$ cat src/design/crc_engine_pkg.sv
// Purpose: Shared constants and types for the programmable checksum engine
// Assumes: 32-bit register bus with byte addresses, one clock, synchronous reset
// Notes: Register map, mode-field layout, polynomials and write-size codes
package crc_engine_pkg;

  localparam int ADDR_W = 12;
  localparam int DATA_W = 32;
  localparam int INPUT_FIFO_DEPTH = 16;

  // Register byte offsets
  localparam logic [ADDR_W-1:0] CONFIG_ADDR = 12'h000;
  localparam logic [ADDR_W-1:0] START_ADDR = 12'h004;
  localparam logic [ADDR_W-1:0] DATA_ADDR = 12'h008;

  // Mode register layout: bits 5..0 are live, 31..6 read as zero
  localparam int CONFIG_W = 6;
  localparam int POLY_WIDE_BIT = 1;
  localparam logic [DATA_W-1:0] START_RESET = 32'h0000FFFF;
  localparam logic [DATA_W-1:0] RESULT_RESET = 32'h0000FFFF;
  localparam logic [CONFIG_W-1:0] CONFIG_RESET = 6'h00;
  localparam logic [DATA_W-1:0] LOW16_MASK = 32'h0000FFFF;

  // Generators, normal (MSB-first) form without the top term
  localparam logic [15:0] POLY_CCITT = 16'h1021;
  localparam logic [15:0] POLY_CRC16 = 16'h8005;
  localparam logic [31:0] POLY_CRC32 = 32'h04C11DB7;
  localparam logic [1:0] SEL_CCITT = 2'h0;

  // Write size codes that travel with each data word
  localparam logic [1:0] SIZE_BYTE = 2'h0;
  localparam logic [1:0] SIZE_HALF = 2'h1;
  localparam logic [2:0] BYTES_BYTE = 3'h1;
  localparam logic [2:0] BYTES_HALF = 3'h2;
  localparam logic [2:0] BYTES_WORD = 3'h4;

  typedef struct packed {
    logic resultInvert;
    logic resultBitReverse;
    logic inputInvert;
    logic inputBitReverse;
    logic [1:0] polynomialSelect;
  } config_t;

  typedef struct packed {
    logic [1:0] size;
    logic [DATA_W-1:0] data;
  } in_word_t;

  typedef enum logic {
    RD_IDLE = 1'b0,
    RD_WAIT = 1'b1
  } read_state_t;

endpackage : crc_engine_pkg

$ cat src/design/programmable_crc_engine.sv
// Purpose: Memory-mapped checksum engine with three generators and a data FIFO
// Assumes: Synchronous inputs on mclk, rst synchronous active high
// Notes: Data words queue in a 16-entry FIFO and drain one byte per cycle
//
// What this block does
// RULE1: Mode bits 1:0 pick the generator
// RULE2: CCITT, CRC-16 and CRC-32 generators implemented
// RULE3: Mode bit 2 reverses input bits per byte
// RULE4: Mode bit 3 complements input data
// RULE5: Mode bit 4 reverses result bit order
// RULE6: Mode bit 5 complements the read result
// RULE7: Start-value write loads preprocessed running checksum
// RULE8: Start-value write abandons any pending calculation
// RULE9: Result read waits until all bytes done
// RULE10: Offset 8 read gives postprocessed result, unaltered
// RULE11: Offset 8 write feeds data; direction decides
// RULE12: Data accepts 8/16/32-bit writes back to back
// RULE13: One byte processed per clock cycle
// RULE14: Software sets CCITT with mode 0, start FFFF
// RULE15: Software sets CRC-16 with mode 15, start 0
// RULE16: Software sets CRC-32 with mode 36, start all-ones
// RULE17: Word bytes processed least significant first
// RULE18: Mode bits 31:6 ignored, read zero
//
// Implementation choice: the plain strobed port.
`timescale 1ns/100ps

module input_fifo #(
  parameter int WIDTH = 34,
  parameter int DEPTH = 16
) (
  input wire logic mclk,
  input wire logic rst,
  input wire logic flush,
  input wire logic inValid,
  input wire logic [WIDTH-1:0] inData,
  output logic inReady,
  output logic outValid,
  output logic [WIDTH-1:0] outData,
  input wire logic outReady
);

  localparam int PW = $clog2(DEPTH);
  localparam int CW = $clog2(DEPTH + 1);
  localparam logic [CW-1:0] FULL_COUNT = CW'(DEPTH);

  generate
    if (DEPTH < 2 || (1 << PW) != DEPTH) begin : g_bad_depth
      $error("input_fifo depth must be a power of two, at least 2");
    end
  endgenerate

  typedef struct packed {
    logic [DEPTH-1:0][WIDTH-1:0] mem;
    logic [PW-1:0] writePtr;
    logic [PW-1:0] readPtr;
    logic [CW-1:0] count;
    logic notFull;
  } fifo_state_t;

  fifo_state_t s;
  fifo_state_t next_s;
  logic push;
  logic pop;

  always_comb begin
    next_s = s;
    push = inValid && s.notFull;
    pop = outReady && (s.count != '0);
    if (flush) begin
      // Stale words must not survive a reload of the running value
      next_s.writePtr = '0;
      next_s.readPtr = '0;
      next_s.count = '0;
      next_s.notFull = 1'b1;
    end else begin
      if (push) begin
        next_s.mem[s.writePtr] = inData;
        next_s.writePtr = s.writePtr + PW'(1);
      end
      if (pop) begin
        next_s.readPtr = s.readPtr + PW'(1);
      end
      next_s.count = s.count + CW'(push) - CW'(pop);
      next_s.notFull = (next_s.count != FULL_COUNT);
    end
  end

  always_ff @(posedge mclk) begin
    if (rst) begin
      s <= '0;
      s.notFull <= 1'b1;
    end else begin
      s <= next_s;
    end
  end

  assign inReady = s.notFull;
  assign outValid = (s.count != '0);
  assign outData = s.mem[s.readPtr];

endmodule : input_fifo

module programmable_crc_engine
  import crc_engine_pkg::*;
#(
  parameter int FIFO_DEPTH = INPUT_FIFO_DEPTH
) (
  input wire logic mclk,
  input wire logic rst,
  input wire logic [ADDR_W-1:0] busAddr,
  input wire logic [DATA_W-1:0] busWriteData,
  input wire logic [1:0] busWriteSize,
  input wire logic busWrite,
  input wire logic busRead,
  output logic [DATA_W-1:0] busReadData,
  output logic readWait,
  output logic inputReady
);

  typedef struct packed {
    config_t cfg;
    logic [DATA_W-1:0] startValue;
    logic [DATA_W-1:0] crc;
    logic [DATA_W-1:0] word;
    logic [2:0] bytesLeft;
    read_state_t rdState;
    logic [DATA_W-1:0] readData;
    logic readWait;
  } state_t;

  state_t s;
  state_t next_s;
  in_word_t fifoIn;
  in_word_t fifoOut;
  logic fifoPush;
  logic fifoValid;
  logic fifoPop;
  logic fifoFlush;
  logic fifoReady;
  logic engineIdle;

  function automatic logic [DATA_W-1:0] reverseEachByte(input logic [DATA_W-1:0] x);
    logic [DATA_W-1:0] r;
    r = '0;
    for (int i = 0; i < DATA_W; i++) begin
      r[(i / 8) * 8 + 7 - (i % 8)] = x[i];
    end
    return r;
  endfunction : reverseEachByte

  function automatic logic [DATA_W-1:0] reverseAll(input logic [DATA_W-1:0] x);
    logic [DATA_W-1:0] r;
    r = '0;
    for (int i = 0; i < DATA_W; i++) begin
      r[DATA_W - 1 - i] = x[i];
    end
    return r;
  endfunction : reverseAll

  // Same preprocessing serves data words and start values
  function automatic logic [DATA_W-1:0] preprocess(input config_t c,
                                                   input logic [DATA_W-1:0] x);
    logic [DATA_W-1:0] r;
    r = c.inputBitReverse ? reverseEachByte(x) : x; // RULE3
    r = c.inputInvert ? ~r : r; // RULE4
    return r;
  endfunction : preprocess

  // Eight MSB-first shift steps; 16-bit generators live in the low half
  function automatic logic [DATA_W-1:0] crcByte(input logic [DATA_W-1:0] crc,
                                                input logic [7:0] b,
                                                input logic [1:0] sel);
    logic [DATA_W-1:0] r;
    logic [15:0] r16;
    logic fb;
    r = crc;
    r16 = crc[15:0];
    for (int i = 7; i >= 0; i--) begin
      if (sel[POLY_WIDE_BIT]) begin // RULE1
        fb = r[31] ^ b[i];
        r = {r[30:0], 1'b0} ^ (fb ? POLY_CRC32 : '0); // RULE2
      end else begin
        fb = r16[15] ^ b[i];
        r16 = {r16[14:0], 1'b0} ^ (fb ? ((sel == SEL_CCITT) ? POLY_CCITT : POLY_CRC16) : '0); // RULE2
      end
    end
    return sel[POLY_WIDE_BIT] ? r : {16'h0000, r16};
  endfunction : crcByte

  function automatic logic [2:0] byteCount(input logic [1:0] size);
    logic [2:0] n;
    n = BYTES_WORD;
    if (size == SIZE_BYTE) begin
      n = BYTES_BYTE;
    end else if (size == SIZE_HALF) begin
      n = BYTES_HALF;
    end
    return n; // RULE12
  endfunction : byteCount

  function automatic logic [DATA_W-1:0] present(input config_t c,
                                                input logic [DATA_W-1:0] crc);
    logic [DATA_W-1:0] r;
    logic wide;
    logic [DATA_W-1:0] flipped;
    wide = c.polynomialSelect[POLY_WIDE_BIT];
    r = wide ? crc : (crc & LOW16_MASK);
    if (c.resultBitReverse) begin // RULE5
      // A 16-bit sum lands in the upper half once flipped, so bring it back down
      flipped = reverseAll(r);
      r = wide ? flipped : {16'h0000, flipped[31:16]};
    end
    if (c.resultInvert) begin // RULE6
      r = wide ? ~r : (r ^ LOW16_MASK);
    end
    return r;
  endfunction : present

  assign fifoIn = '{size: busWriteSize, data: preprocess(s.cfg, busWriteData)};
  assign fifoPush = busWrite && (busAddr == DATA_ADDR); // RULE11
  assign engineIdle = (s.bytesLeft == '0) && !fifoValid;

  always_comb begin
    next_s = s;
    fifoPop = 1'b0;
    fifoFlush = 1'b0;
    next_s.readData = '0;
    if (busWrite && busAddr == CONFIG_ADDR) begin
      next_s.cfg = busWriteData[CONFIG_W-1:0]; // RULE18
    end
    if (busWrite && busAddr == START_ADDR) begin
      next_s.startValue = busWriteData;
      next_s.crc = preprocess(s.cfg, busWriteData); // RULE7
      next_s.bytesLeft = '0; // RULE8
      fifoFlush = 1'b1; // RULE8
    end else begin
      if (s.bytesLeft != '0) begin
        next_s.crc = crcByte(s.crc, s.word[7:0], s.cfg.polynomialSelect); // RULE13
        next_s.word = s.word >> 8; // RULE17
        next_s.bytesLeft = s.bytesLeft - 3'h1;
      end
      // Reload on the last byte so back-to-back words lose no cycle
      if (fifoValid && s.bytesLeft <= 3'h1) begin
        fifoPop = 1'b1;
        next_s.word = fifoOut.data;
        next_s.bytesLeft = byteCount(fifoOut.size); // RULE13
      end
    end
    unique case (s.rdState)
      RD_IDLE: begin
        if (busRead) begin
          if (busAddr == CONFIG_ADDR) begin
            next_s.readData = {{(DATA_W - CONFIG_W){1'b0}}, s.cfg}; // RULE18
          end else if (busAddr == START_ADDR) begin
            next_s.readData = s.startValue;
          end else if (busAddr == DATA_ADDR) begin
            if (engineIdle) begin
              next_s.readData = present(s.cfg, s.crc); // RULE10
            end else begin
              next_s.rdState = RD_WAIT; // RULE9
            end
          end
        end
      end
      RD_WAIT: begin
        if (engineIdle) begin
          next_s.readData = present(s.cfg, s.crc); // RULE9
          next_s.rdState = RD_IDLE;
        end
      end
    endcase
    next_s.readWait = (next_s.rdState == RD_WAIT);
  end

  always_ff @(posedge mclk) begin
    if (rst) begin
      s <= '0;
      s.cfg <= CONFIG_RESET;
      s.startValue <= START_RESET;
      s.crc <= RESULT_RESET;
      s.rdState <= RD_IDLE;
    end else begin
      s <= next_s;
    end
  end

  input_fifo #(
    .WIDTH($bits(in_word_t)),
    .DEPTH(FIFO_DEPTH)
  ) u_input_fifo (
    .mclk(mclk),
    .rst(rst),
    .flush(fifoFlush),
    .inValid(fifoPush),
    .inData(fifoIn),
    .inReady(fifoReady),
    .outValid(fifoValid),
    .outData(fifoOut),
    .outReady(fifoPop)
  );

  assign busReadData = s.readData;
  assign readWait = s.readWait;
  assign inputReady = fifoReady;

endmodule : programmable_crc_engine

$ cat config.mk
export PLATFORM = sky130hd
export DESIGN_NAME = programmable_crc_engine
export DESIGN_NICKNAME = d
export VERILOG_FILES = /design/src/design/crc_engine_pkg.sv /design/src/design/programmable_crc_engine.sv
export SDC_FILE = /design/constraint.sdc
export NUM_CORES = 2
export LEC_CHECK = 0
export CAP_MARGIN = 5
export CELL_PAD_IN_SITES_DETAIL_PLACEMENT = 1
export CELL_PAD_IN_SITES_GLOBAL_PLACEMENT = 1
export CORE_UTILIZATION = 40
export DETAILED_ROUTE_END_ITERATION = 8
export DONT_BUFFER_PORTS = 1
export PLACE_DENSITY_LB_ADDON = 0.1
export SYNTH_ARGS = -nofsm -noshare
export SYNTH_HDL_FRONTEND = slang
export SYNTH_SLANG_ARGS = --single-unit
$ cat constraint.sdc
create_clock -name mclk -period 5.5 [get_ports mclk]
set_input_delay 1.1 -clock mclk [delete_from_list [all_inputs] [get_ports mclk]]
set_output_delay 1.1 -clock mclk [all_outputs]
set_load 0.01 [all_outputs]
==> flow_metrics.py <==
metrics = {
    "floorplan": {
        "die_height_um": 288,
        "rows": 104,
        "fp.dieW_um": 288,
        "pin_count": 84,
        "core_um2": 80700,
        "dieArea_um2": 82900,
        "start_util_pct": 40.5,
    },
    "outcome": {
        "status": "finished, violations left",
        "violations": "DRC, slew limit",
    },
    "yosys": {
        "synth_ff_type": "dfxtp_1",
        "synthArstFlopShare_pct": 0,
        "synth.distinct_cells": 68,
        "ys_seq_area_share_pct": 42.6,
        "synth_area_um2": 32700,
        "syn-instance-count": 3892,
        "ys_warn_count": 0,
        "ys_ff_latch": 696,
        "syn-num-nets": 3956,
        "synth-edff-count": 0,
        "avgSynthCellArea_um2": 8.40,
    },
    "global_route": {
        "grt_max_degree": 686,
        "grt_overflow": 0,
        "antenna_found_initial": 1,
        "grt_first_pass_wirelength_um": 184000,
        "grt_use_total_pct": 29.5,
        "grt_pass1_vias": 29000,
    },
    "clock_tree": {
        "cts_htree_levels": 3,
        "ctsRootBufferMaster": "clkbuf_16",
        "clock-sinks": 696,
        "worstSkewPairLatency_ns": 0.64,
        "cts_tree": "yes",
        "cts_max_path_buffers": 3,
        "path_clk_slew_ns": 0.06,
        "cts_buffers": 80,
        "hold_buffers": 0,
        "cts_resized": 0,
        "postCtsSetupBuffers": 0,
    },
    "layout": {
        "layout_common_cells": "nand2_1 (1256), dfxtp_1 (687), a21oi_1 (620), mux4_2 (170), nor2_1 (130)",
        "syn2layout_area_growth_pct": 10.7,
        "fin_nets": 3753,
        "final_common_cell": "nand2_1",
        "drive_gt1_share_pct": 12.4,
        "stdcell_area_um2": 36200,
        "final_util_pct": 44.9,
        "fillerInstances": 9365,
    },
    "worst_hold_path": {
        "whs_path_depth": 2,
        "min_from": "u_input_fifo.s[90]",
        "holdPathEnd": "u_input_fifo.s[90]",
        "hp-class": "flop to flop",
    },
    "worst_setup_path": {
        "r2r_cells": 10,
        "arrival_ns": 4.79,
        "timing.critical_path.fanout_max": 35,
        "r2r_start": "s[134]",
        "crit-reg2reg-capture": "s[82]",
        "worst_setup_path_end_kind": "flop",
        "critPathRequiredTime_ns": 6.02,
        "crit_type": "flop to flop",
        "startpoint_type": "flop",
        "r2r_slack_ns": 1.23,
        "crit_start": "s[134]",
    },
    "drt": {
        "detail_route.wl_per_cell_um": 25.5,
        "routed_wl_um": 123000,
        "vias": 28200,
        "drt_iter0_drc": 2176,
        "detail_route.first_pass.iterations": 9,
        "vias_per_cell": 5.86,
        "postRouteAntennaNets": 0,
        "drcViolationCount": 8,
    },
    "timing": {
        "setup_viol": 0,
        "finalCriticalPeriod_ns": 4.27,
        "finalSetupTns_ns": 0,
        "max_freq_mhz": 234,
        "fin_ws_ns": 1.23,
        "worst_pin_slew_ns": 3.46,
        "fin_skew_ns": 0.0306,
        "slew_viol_final": 505,
        "relSlewSlack_pct": -131,
        "rsz0062_at_grt": "no",
        "period_share_pct": 77.7,
        "timing.final.hold_violations": 0,
    },
    "placement": {
        "placed_area_um2": 33600,
        "port_buffers": 0,
        "place.gp.congestion": 0.882,
        "pre_cts_ws_ns": 0.949,
        "place_hpwl_um": 75100,
    },
    "power_and_ir_drop": {
        "total_power_w": 0.0135,
        "power_density_nw_per_um2": 373,
        "power_leakage_nw": 11.4,
        "peakVddDrop_mv": 0.308,
    },
    "run": {
        "maxCapViolCount": 0,
    },
}
power by group:
group	switching [W]	leakage, nW	internal, W
clock	0.00225	1.29	0.00310
combinational	0.00165	4.54	0.00104
sequential	0.000337	5.62	0.00513
critical path, cell delays in order (launching register included):
cell	delay [ns]
dfxtp_2	0.89
nor2b_1	0.15
a221o_1	0.37
a21oi_1	0.36
xnor2_1	0.39
xnor3_2	0.53
nand3_1	0.11
nand3_1	0.11
a211oi_1	0.69
a21oi_1	0.16
or3_1	0.37
synthesized netlist by cell type, drive strengths merged, types with 6 or more instances:
cell,count,area (um2)
a21oi,620,3100
nor2b,8,52.6
o211ai,14,110
clkbuf,302,1140
nand3b,21,158
inv,16,60.1
nand2,1256,4710
and3,7,43.8
xnor2,123,1110
o21ai,61,305
dfxtp,696,13900
nor3,20,100
a22oi,61,458
xor2,55,497
buf,83,527
nor2,142,533
a31oi,16,100
nor4,6,52.6
mux2i,74,741
nand4,8,50.1
nand3,43,215
ha,13,163
a211oi,8,60.1
nand2b,10,62.6
mux4,170,3830
through the flow:
stage | std cells | hold WS (ns)
2_1_floorplan | 3892 | 0.432
3_3_place_gp | 4666 | 0.437
3_5_place_dp | 4666 | 0.442
4_1_cts | 4811 | 0.450
5_1_grt | 4812 | 0.467
6_report | 4813 | 0.452
logic make-up after synthesis:
kind of cell / Yosys count / synth area share (%)
buffers and inverters: 402 / 5.32
adder cells (fa/ha/maj): 14 / 0.559
AND/OR/NAND/NOR: 1544 / 18.8
flip-flops: 696 / 42.6
XOR/XNOR: 183 / 5.29
AO/OA/AOI/OAI: 806 / 13.3
multiplexers: 247 / 14.1
worst max path at each step:
stage / to / slack, ns
3_5_place_dp: u_input_fifo.inReady / 0.95
5_1_grt: s[82] / 1.00
6_report: s[82] / 1.23
3_3_place_gp: u_input_fifo.inReady / 0.88
2_1_floorplan: u_input_fifo.inReady / 1.08
4_1_cts: s[82] / 1.27
per-layer routing:
layer  vias to the layer above  share of wire [%]  GRT usage, %
met1                     14500                 43          38.3
met4                         0                3.3          10.2
met2                       781                 48          50.0
li1                      12700                  -             -
met3                       224                5.3          4.06
met5                         -                  0             0
registers in the layout, indices dropped and copies added, names as in the netlist:
name                  count
u_input_fifo.s          557
u_input_fifo.inReady      1
busReadData              32
s                       105
readWait                  1
cell type report:
| cell class | instances | area [um2] | area share (%) |
|---|---|---|---|
| repair buffers | 101 | 956 | 2.64 |
| clock buffers | 115 | 2290 | 6.34 |
| flip-flops and latches | 696 | 14000 | 38.5 |
| inverters | 16 | 60.1 | 0.166 |
| multi-input cells | 2794 | 17300 | 47.8 |
| diodes | 1 | 2.50 | 0.00691 |
| clock inverters | 30 | 310 | 0.857 |
| well taps | 1060 | 1330 | 3.66 |
No activity file was read; power rests on OpenSTA's default activity.
